**config.mk**
```make
export PLATFORM = sky130hd
export DESIGN_NAME = pfsf_status_regs
export DESIGN_NICKNAME = d
export VERILOG_FILES = /design/src/pfsf_flag_byte.v /design/src/pfsf_status_regs.v
export VERILOG_INCLUDE_DIRS = /design/src
export SDC_FILE = /design/constraint.sdc
export NUM_CORES = 1
export LEC_CHECK = 0
export ABC_CLOCK_PERIOD_IN_PS = 2800
export BUFFER_PORTS_ARGS = -buffer_cell sky130_fd_sc_hd__buf_2
export CAP_MARGIN = 25
export CORE_MARGIN = 1
export CORE_UTILIZATION = 44
export CTS_CLUSTER_DIAMETER = 40
export DETAILED_ROUTE_END_ITERATION = 6
export PLACE_DENSITY_LB_ADDON = 0.12
export SYNTH_ARGS = -nofsm -noshare
export SYNTH_HDL_FRONTEND = slang
export SYNTH_SLANG_ARGS = --single-unit
```
**constraint.sdc**
```tcl
create_clock -name core_clk_i -period 2.8 [get_ports core_clk_i]
set_input_delay 0.28 -clock core_clk_i [delete_from_list [all_inputs] [get_ports core_clk_i]]
set_output_delay 0.28 -clock core_clk_i [all_outputs]
set_load 0.05 [all_outputs]
```
**src/pfsf_map.vh**
```
// Contract
// - Overheat fault event sets temperature bit 7, which holds 1 until cleared.
// - Overheat warning event sets temperature bit 6; it reads 0 if none occurred.
// - Temperature bits 5 to 0 always read zero.
// - Each link_error_flag-logic-memory flag clears on clear-all command or a written 1.
// - Bad command code sets link_error_flag-logic-memory bit 7.
// - Bad or unsupported data sets link_error_flag-logic-memory bit 6.
// - Packet error check failure sets link_error_flag-logic-memory bit 5.
// - Internal memory error sets link_error_flag-logic-memory bit 4.
// - Internal logic core error sets link_error_flag-logic-memory bit 3.
// - Communication error sets link_error_flag-logic-memory bit 1.
// - Link_error_flag-logic-memory bits 2 and 0 always read zero.
// - A loop follower reports a back-channel fault as a communication error.
// - Each summary bit is the OR of its detailed byte's implemented flags.
// - Clearing the detailed flags by written ones also clears the summary bit.
// - Every alert-capable flag has its own mask bit that blocks the alert.
// - Other-status bit 0 latches 1 when this device asserted the alert first.
// - That bit reads 0 when alert is idle, cleared, or another device was first.
// - Host uses write byte and read byte; codes 7d, 7e and 7f select the bytes.
// - A read of the link_error_flag-logic-memory code returns exactly one data byte.
// - Writing a read-only code counts as a bad command and notifies the host.
`ifndef PFSF_MAP_VH
`define PFSF_MAP_VH

// ************************************************************
// Command codes
// ************************************************************
`define PFSF_CMD_CLEAR_FAULTS  8'h03
`define PFSF_CMD_STATUS_BYTE   8'h78
`define PFSF_CMD_TEMP_STATUS   8'h7d
`define PFSF_CMD_CML_STATUS    8'h7e
`define PFSF_CMD_OTHER_STATUS  8'h7f
`define PFSF_CMD_TEMP_MASK     8'hd0
`define PFSF_CMD_CML_MASK      8'hd1
`define PFSF_CMD_OTHER_MASK    8'hd2

// ************************************************************
// Field positions and implemented bits
// ************************************************************
`define PFSF_TEMP_FAULT_BIT    7
`define PFSF_TEMP_WARN_BIT     6
`define PFSF_TEMP_IMPL         8'hc0
`define PFSF_CML_BADCMD_BIT    7
`define PFSF_CML_BADDATA_BIT   6
`define PFSF_CML_PEC_BIT       5
`define PFSF_CML_MEM_BIT       4
`define PFSF_CML_CORE_BIT      3
`define PFSF_CML_LINK_BIT      1
`define PFSF_CML_IMPL          8'hfa
`define PFSF_OTHER_FIRST_BIT   0
`define PFSF_OTHER_IMPL        8'h01
`define PFSF_SUM_OTHER_BIT     0
`define PFSF_SUM_CML_BIT       1
`define PFSF_SUM_TEMP_BIT      2

// ************************************************************
// Reset values
// ************************************************************
`define PFSF_STATUS_RST        8'h00
`define PFSF_MASK_RST          8'h00

`endif

```
**src/pfsf_flag_byte.v**
```verilog
`include "pfsf_map.vh"

module pfsf_flag_byte #(
  parameter [7:0] IMPL = 8'hff
) (
  // Clock and reset
  input  wire       core_clk_i,
  input  wire       rst_i,
  input  wire       ce_i,
  // Events and clears
  input  wire [7:0] set_i,
  input  wire [7:0] w1c_i,
  input  wire       clr_all_i,
  // Latched flags
  output wire [7:0] flags_o
);

  // ************************************************************
  // Per-bit sticky flags
  // ************************************************************
  genvar b;
  generate
    for (b = 0; b < 8; b = b + 1) begin : g_bit
      if (IMPL[b]) begin : g_impl
        reg flag_q;
        // A set in the same cycle as a clear wins, so no event is lost.
        always @(posedge core_clk_i or posedge rst_i) begin
          if (rst_i) begin
            flag_q <= 1'b0;
          end else if (ce_i) begin
            if (set_i[b]) begin
              flag_q <= 1'b1;
            end else if (clr_all_i || w1c_i[b]) begin
              flag_q <= 1'b0;
            end
          end
        end
        assign flags_o[b] = flag_q;
      end else begin : g_zero
        assign flags_o[b] = 1'b0;
      end
    end
  endgenerate

endmodule // pfsf_flag_byte

```
**src/pfsf_status_regs.v**
```verilog
`include "pfsf_map.vh"

module pfsf_status_regs (
  // Clock, reset and enable
  input  wire       core_clk_i,
  input  wire       rst_i,
  input  wire       ce_i,
  // Command port from the bus protocol engine
  input  wire       cmd_valid_i,
  input  wire       cmd_write_i,
  input  wire [7:0] cmd_code_i,
  input  wire [7:0] cmd_wdata_i,
  input  wire       cmd_has_data_i,
  output wire [7:0] rd_data_o,
  output wire       rd_valid_o,
  output wire       cmd_reject_o,
  // Fault detector events, one-cycle pulses
  input  wire       overheat_fault_i,
  input  wire       overheat_warn_i,
  input  wire       bad_data_i,
  input  wire       pec_fail_i,
  input  wire       mem_error_i,
  input  wire       logic_core_fault_i,
  input  wire       link_error_i,
  input  wire       backchannel_fault_i,
  // Pins
  input  wire       loop_follower_i,
  input  wire       alert_line_i,
  output wire       alert_line_o,
  output wire       alert_line_oe_o,
  // Summary bits and alert
  output wire       sum_temp_o,
  output wire       sum_cml_o,
  output wire       sum_other_o,
  output wire       alert_o
);

  // ************************************************************
  // Pin synchronisers
  // ************************************************************
  reg [1:0] follower_sync_q;
  reg [1:0] line_sync_q;

  always @(posedge core_clk_i or posedge rst_i) begin
    if (rst_i) begin
      follower_sync_q <= 2'h0;
      line_sync_q     <= 2'h0;
    end else if (ce_i) begin
      follower_sync_q <= {follower_sync_q[0], loop_follower_i};
      line_sync_q     <= {line_sync_q[0], alert_line_i};
    end
  end

  wire is_follower = follower_sync_q[1];
  wire line_active = line_sync_q[1];

  // ************************************************************
  // Command decode
  // ************************************************************
  wire cmd_go    = cmd_valid_i & ce_i;
  wire is_clear  = (cmd_code_i == `PFSF_CMD_CLEAR_FAULTS);
  wire is_sbyte  = (cmd_code_i == `PFSF_CMD_STATUS_BYTE);
  wire is_temp   = (cmd_code_i == `PFSF_CMD_TEMP_STATUS);
  wire is_cml    = (cmd_code_i == `PFSF_CMD_CML_STATUS);
  wire is_other  = (cmd_code_i == `PFSF_CMD_OTHER_STATUS);
  wire is_tmask  = (cmd_code_i == `PFSF_CMD_TEMP_MASK);
  wire is_cmask  = (cmd_code_i == `PFSF_CMD_CML_MASK);
  wire is_omask  = (cmd_code_i == `PFSF_CMD_OTHER_MASK);

  wire byte_rw   = is_temp | is_cml | is_other | is_tmask | is_cmask | is_omask;
  wire known     = byte_rw | is_clear | is_sbyte;

  // Clear-all is a send-byte; it is the only write taken without data.
  wire clear_ok  = cmd_go & cmd_write_i & is_clear & ~cmd_has_data_i;
  wire wr_ok     = cmd_go & cmd_write_i & byte_rw & cmd_has_data_i;
  wire rd_ok     = cmd_go & ~cmd_write_i & (byte_rw | is_sbyte);

  // The summary byte is read-only, so writing it is a bad command.
  wire wr_ro     = cmd_go & cmd_write_i & is_sbyte;
  wire bad_cmd   = cmd_go & (~known | wr_ro |
                   (cmd_write_i & byte_rw & ~cmd_has_data_i) |
                   (cmd_write_i & is_clear & cmd_has_data_i) |
                   (~cmd_write_i & is_clear));

  // ************************************************************
  // Event routing into the flag bytes
  // ************************************************************
  reg [7:0] temp_set;
  reg [7:0] cml_set;

  always @* begin
    temp_set = 8'h00;
    temp_set[`PFSF_TEMP_FAULT_BIT] = overheat_fault_i;
    temp_set[`PFSF_TEMP_WARN_BIT]  = overheat_warn_i;
  end

  always @* begin
    cml_set = 8'h00;
    cml_set[`PFSF_CML_BADCMD_BIT]  = bad_cmd;
    cml_set[`PFSF_CML_BADDATA_BIT] = bad_data_i;
    cml_set[`PFSF_CML_PEC_BIT]     = pec_fail_i;
    cml_set[`PFSF_CML_MEM_BIT]     = mem_error_i;
    cml_set[`PFSF_CML_CORE_BIT]    = logic_core_fault_i;
    // Back-channel trouble only counts once this part is a follower.
    cml_set[`PFSF_CML_LINK_BIT]    = link_error_i |
                                     (backchannel_fault_i & is_follower);
  end

  // Reserved bits are dropped by the flag bytes themselves.
  wire [7:0] temp_w1c  = (wr_ok & is_temp)  ? cmd_wdata_i : 8'h00;
  wire [7:0] cml_w1c   = (wr_ok & is_cml)   ? cmd_wdata_i : 8'h00;
  wire [7:0] other_w1c = (wr_ok & is_other) ? cmd_wdata_i : 8'h00;

  // ************************************************************
  // Flag bytes
  // ************************************************************
  wire [7:0] temp_flags;
  wire [7:0] cml_flags;
  wire [7:0] other_flags;
  wire [7:0] other_set;
  wire       first_clr;

  pfsf_flag_byte #(
    .IMPL (`PFSF_TEMP_IMPL)
  ) u_temp (
    .core_clk_i (core_clk_i),
    .rst_i      (rst_i),
    .ce_i       (ce_i),
    .set_i      (temp_set),
    .w1c_i      (temp_w1c),
    .clr_all_i  (clear_ok),
    .flags_o    (temp_flags)
  );

  pfsf_flag_byte #(
    .IMPL (`PFSF_CML_IMPL)
  ) u_cml (
    .core_clk_i (core_clk_i),
    .rst_i      (rst_i),
    .ce_i       (ce_i),
    .set_i      (cml_set),
    .w1c_i      (cml_w1c),
    .clr_all_i  (clear_ok),
    .flags_o    (cml_flags)
  );

  pfsf_flag_byte #(
    .IMPL (`PFSF_OTHER_IMPL)
  ) u_other (
    .core_clk_i (core_clk_i),
    .rst_i      (rst_i),
    .ce_i       (ce_i),
    .set_i      (other_set),
    .w1c_i      (other_w1c),
    .clr_all_i  (first_clr),
    .flags_o    (other_flags)
  );

  // ************************************************************
  // Alert masks
  // ************************************************************
  reg [7:0] temp_mask_q;
  reg [7:0] cml_mask_q;
  reg [7:0] other_mask_q;

  always @(posedge core_clk_i or posedge rst_i) begin
    if (rst_i) begin
      temp_mask_q  <= `PFSF_MASK_RST;
      cml_mask_q   <= `PFSF_MASK_RST;
      other_mask_q <= `PFSF_MASK_RST;
    end else if (wr_ok) begin
      if (is_tmask) begin
        temp_mask_q <= cmd_wdata_i & `PFSF_TEMP_IMPL;
      end
      if (is_cmask) begin
        cml_mask_q <= cmd_wdata_i & `PFSF_CML_IMPL;
      end
      if (is_omask) begin
        other_mask_q <= cmd_wdata_i & `PFSF_OTHER_IMPL;
      end
    end
  end

  // ************************************************************
  // Summary and alert
  // ************************************************************
  // Summaries follow the flags directly, so a written-one clear empties them too.
  assign sum_temp_o  = |(temp_flags & `PFSF_TEMP_IMPL);
  assign sum_cml_o   = |(cml_flags & `PFSF_CML_IMPL);
  assign sum_other_o = |(other_flags & `PFSF_OTHER_IMPL);

  // The earliest-alerter flag is kept out of the alert term: it only exists
  // while the alert is held, and feeding it back would hold the alert forever.
  wire alert_cause = |(temp_flags & ~temp_mask_q) |
                     |(cml_flags & ~cml_mask_q);

  reg alert_q;
  reg line_seen_q;

  always @(posedge core_clk_i or posedge rst_i) begin
    if (rst_i) begin
      alert_q     <= 1'b0;
      line_seen_q <= 1'b0;
    end else if (ce_i) begin
      alert_q     <= alert_cause;
      line_seen_q <= line_active;
    end
  end

  assign alert_o         = alert_q;
  assign alert_line_o    = 1'b0;
  assign alert_line_oe_o = alert_q;

  // Our alert rose while no other device held the shared line. The line is
  // seen through the synchroniser, so a rival that pulled it low less than
  // two cycles earlier cannot be told apart from a tie; we claim the tie.
  wire alert_rise = alert_cause & ~alert_q;
  assign other_set = {7'h00, alert_rise & ~line_seen_q & ~line_active};

  // Dropping the alert or clear-all clears it; an own written one as well.
  assign first_clr = clear_ok | (alert_q & ~alert_cause);

  // ************************************************************
  // Read answer
  // ************************************************************
  reg [7:0] rd_next;
  reg [7:0] rd_data_q;
  reg       rd_valid_q;
  reg       reject_q;

  always @* begin
    rd_next = 8'h00;
    case (cmd_code_i)
      `PFSF_CMD_STATUS_BYTE: begin
        rd_next[`PFSF_SUM_TEMP_BIT]  = sum_temp_o;
        rd_next[`PFSF_SUM_CML_BIT]   = sum_cml_o;
        rd_next[`PFSF_SUM_OTHER_BIT] = sum_other_o;
      end
      `PFSF_CMD_TEMP_STATUS: begin
        rd_next = temp_flags;
      end
      `PFSF_CMD_CML_STATUS: begin
        rd_next = cml_flags;
      end
      `PFSF_CMD_OTHER_STATUS: begin
        rd_next = other_flags;
      end
      `PFSF_CMD_TEMP_MASK: begin
        rd_next = temp_mask_q;
      end
      `PFSF_CMD_CML_MASK: begin
        rd_next = cml_mask_q;
      end
      `PFSF_CMD_OTHER_MASK: begin
        rd_next = other_mask_q;
      end
      default: begin
        rd_next = 8'h00;
      end
    endcase
  end

  // One byte per read, answered on the next edge and held until the next read.
  always @(posedge core_clk_i or posedge rst_i) begin
    if (rst_i) begin
      rd_data_q  <= `PFSF_STATUS_RST;
      rd_valid_q <= 1'b0;
      reject_q   <= 1'b0;
    end else if (ce_i) begin
      rd_valid_q <= rd_ok;
      reject_q   <= bad_cmd;
      if (rd_ok) begin
        rd_data_q <= rd_next;
      end
    end
  end

  assign rd_data_o    = rd_data_q;
  assign rd_valid_o   = rd_valid_q;
  assign cmd_reject_o = reject_q;

endmodule // pfsf_status_regs

```
==> impl_metrics.yaml <==
final_layout:
  final_layout_size_suffix_gt1_share_pct: 40.1
  final_cell_mix: "buf_2, dfrtp_1, mux2_2"
  multi_input_area_um2: 941
  layout.nets: 248
  syn_to_final_growth_pct: 18.5
  design_area_um2: 2240
  fillers: 360
  seqCellArea_um2: 851
  antennaDiodeCount: 0
  final_common_cell: "buf_2"
route:
  vias: 1524
  vias_per_cell: 5.71
  detail-route-antenna-nets: 0
  drt_wl_total_mm: 4.09
  dr.pass1.iters: 4
  route.detailed.drc: 0
  dr.first_iter.drc_count: 63
  wl_per_cell_um: 15.3
critical_path:
  arrival_ps: 1950
  rr_worst_depth: 5
  worstSetupStartpointType: "input port"
  r2r_end: "rd_data_o[1]"
  endpoint_kind: "flip-flop"
  worst-endpoint-required_ps: 2980
  r2r_start: "u_cml.g_bit[5].g_impl.flag_q"
  r2r_slack_ps: 1150
  startpoint: "cmd_code_i[6]"
  critPathKind: "input port to flip-flop"
  path_max_fanout: 9
logic_synthesis:
  synth_area_leaders: "dfrtp_1, mux2_2, a32o_1, inv_1, nand2_1"
  synth_top_area_cell: "dfrtp_1"
  synth_cell_type_count: 55
  synth.avg_cell_area_um2: 11.1
  ys_warn_count: 0
  synth_edf_count: 0
  syn_nets: 203
  postSynthCellCount: 171
  async_flop_share_pct: 100
  synth_top_area_share_pct: 45.0
  ys_ff_latch: 34
  ys_seq_area_share_pct: 45.0
  synth_ff_type: "dfrtp_1"
  synth_area_um2: 1890
sta:
  relSlewSlack_pct: 66.0
  layout_setup_ws_ps: 1030
  slew_viol_final: 0
  finalCriticalPeriod_ps: 1770
  fin_setup_tns_ps: 0
  finalSetupViolations: 0
  worst_pin_slew_ps: 505
  hold_viol: 0
  rsz0062_at_grt: "no"
  holdWs_ps: 77.6
  fmax_mhz: 564
  final.period_utilization_pct: 63.3
  skew_ps: 3.49
clocking:
  cts_buffers: 5
  clock_sinks: 34
  cts-resized-gates: 0
  post_cts_buffers: 0
  path_clk_slew_ps: 60
  ctsHoldBuffers: 0
  cts_root_buffer: "clkbuf_8"
  cts_tree: "built"
  cts_max_level: 2
  insertion_delay_ps: 280
  clock_path_buffers: 2
floorplanning:
  rows: 23
  core_um2: 4060
  start_util_pct: 46.6
  die_h_um: 67.6
  io_pins: 48
  die-area_um2: 4570
  fp.dieW_um: 67.6
power:
  leakagePower_uw: 0.00105
  ir_worst_vdd_mv: 0.267
  p_per_area_nw_per_um2: 468
placed_design:
  dpl.hpwl_mm: 3.12
  place.port_buffers: 45
  place_ws_ps: 756
  dpl_cell_area_um2: 2140
  place.gp.congestion: 0.838
global_routing:
  grt_pass1_wl_mm: 6.53
  antenna_found_initial: 0
  grt_usage_pct: 19.6
  grt_max_degree: 35
  grt_pass1_vias: 1414
  grt_overflow: 0
flow_run:
  max_cap_violations: 0
min_path:
  hold_class: "input port to async pin"
outcome:
  status: "finished, final reports clean"
## sequential cells by signal, summed over array words and instances (netlist names)
signal,cells
follower_sync_q,2
cml_mask_q,6
u_cml.g_bit.g_impl.flag_q,6
rd_valid_o,1
other_mask_q,1
rd_data_o,8
line_seen_q,1
cmd_reject_o,1
u_temp.g_bit.g_impl.flag_q,2
temp_mask_q,2
alert_line_oe_o,1
line_sync_q,2
u_other.g_bit.g_impl.flag_q,1
## Yosys cell counts (all sizes together), types with 2 or more instances
cell type  count
dfrtp         34
mux2          21
inv           11
nand2         10
nor2           8
a32o           7
buf            6
nand2b         6
nand3          5
o21ai          5
nor3           4
o22ai          4
a21oi          3
a22o           3
clkbuf         3
nor2b          3
nor4           3
or3            3
a22oi          2
a31o           2
and3           2
mux2i          2
nor4b          2
o32ai          2
or4            2
## cells by family (layout without fill, tap and decap cells)
family / count (synthesis) / in the layout / synth area share, %
simple gates: 56 / 56 / 18.7
flops: 34 / 34 / 45.0
other cells: 1 / 1 / 0.198
buf+inv: 20 / 66 / 5.29
mux: 23 / 23 / 13.6
compound gates: 37 / 37 / 17.3
## worst max-delay path, cell delays in order
cell and delay (ps):
buf_2 120, nor4_1 400, nand3_1 150, or3_1 560, a21boi_0 200, a31o_1 230
## power breakdown
group	internal (uW)	switching, uW	total (uW)
sequential	505	6.61	511
combinational	41.3	63.2	105
clock	266	168	434
## metrics by stage
step	power [uW]	util (%)	cells
floorplan	584	-	171
global placement	622	52.6	259
detailed placement	626	52.6	259
CTS	1070	55.3	267
global route	1090	55.3	267
finish	1050	55.3	267
## metal layers
| layer | vias up | track usage (%) | routed length, um |
|---|---|---|---|
| li1 | 725 | - | - |
| met1 | 747 | 26.3 | 1920 |
| met2 | 47 | 30.6 | 1920 |
| met3 | 5 | 4.73 | 210 |
| met4 | 0 | 6.38 | 43 |
| met5 | - | 0 | 0 |
## worst max-delay path by stage
stage	depth (start not counted)	slack, ps	end
floorplan	5	940	rd_data_o[1]
global placement	6	790	u_other.g_bit[0].g_impl.flag_q
detailed placement	6	760	u_other.g_bit[0].g_impl.flag_q
CTS	6	1050	u_other.g_bit[0].g_impl.flag_q
global route	6	930	u_other.g_bit[0].g_impl.flag_q
finish	6	1030	u_other.g_bit[0].g_impl.flag_q
## final cells by class
| class | count | area share [%] |
|---|---|---|
| sequential | 34 | 37.9 |
| timing repair buffer | 47 | 10.7 |
| tap | 50 | 2.79 |
| clock buffer | 7 | 3.40 |
| clock inverter | 1 | 1.34 |
| inverter | 11 | 1.84 |
| multi-input combinational | 117 | 42.0 |
Note: power is estimated with default switching activity, not from simulation.
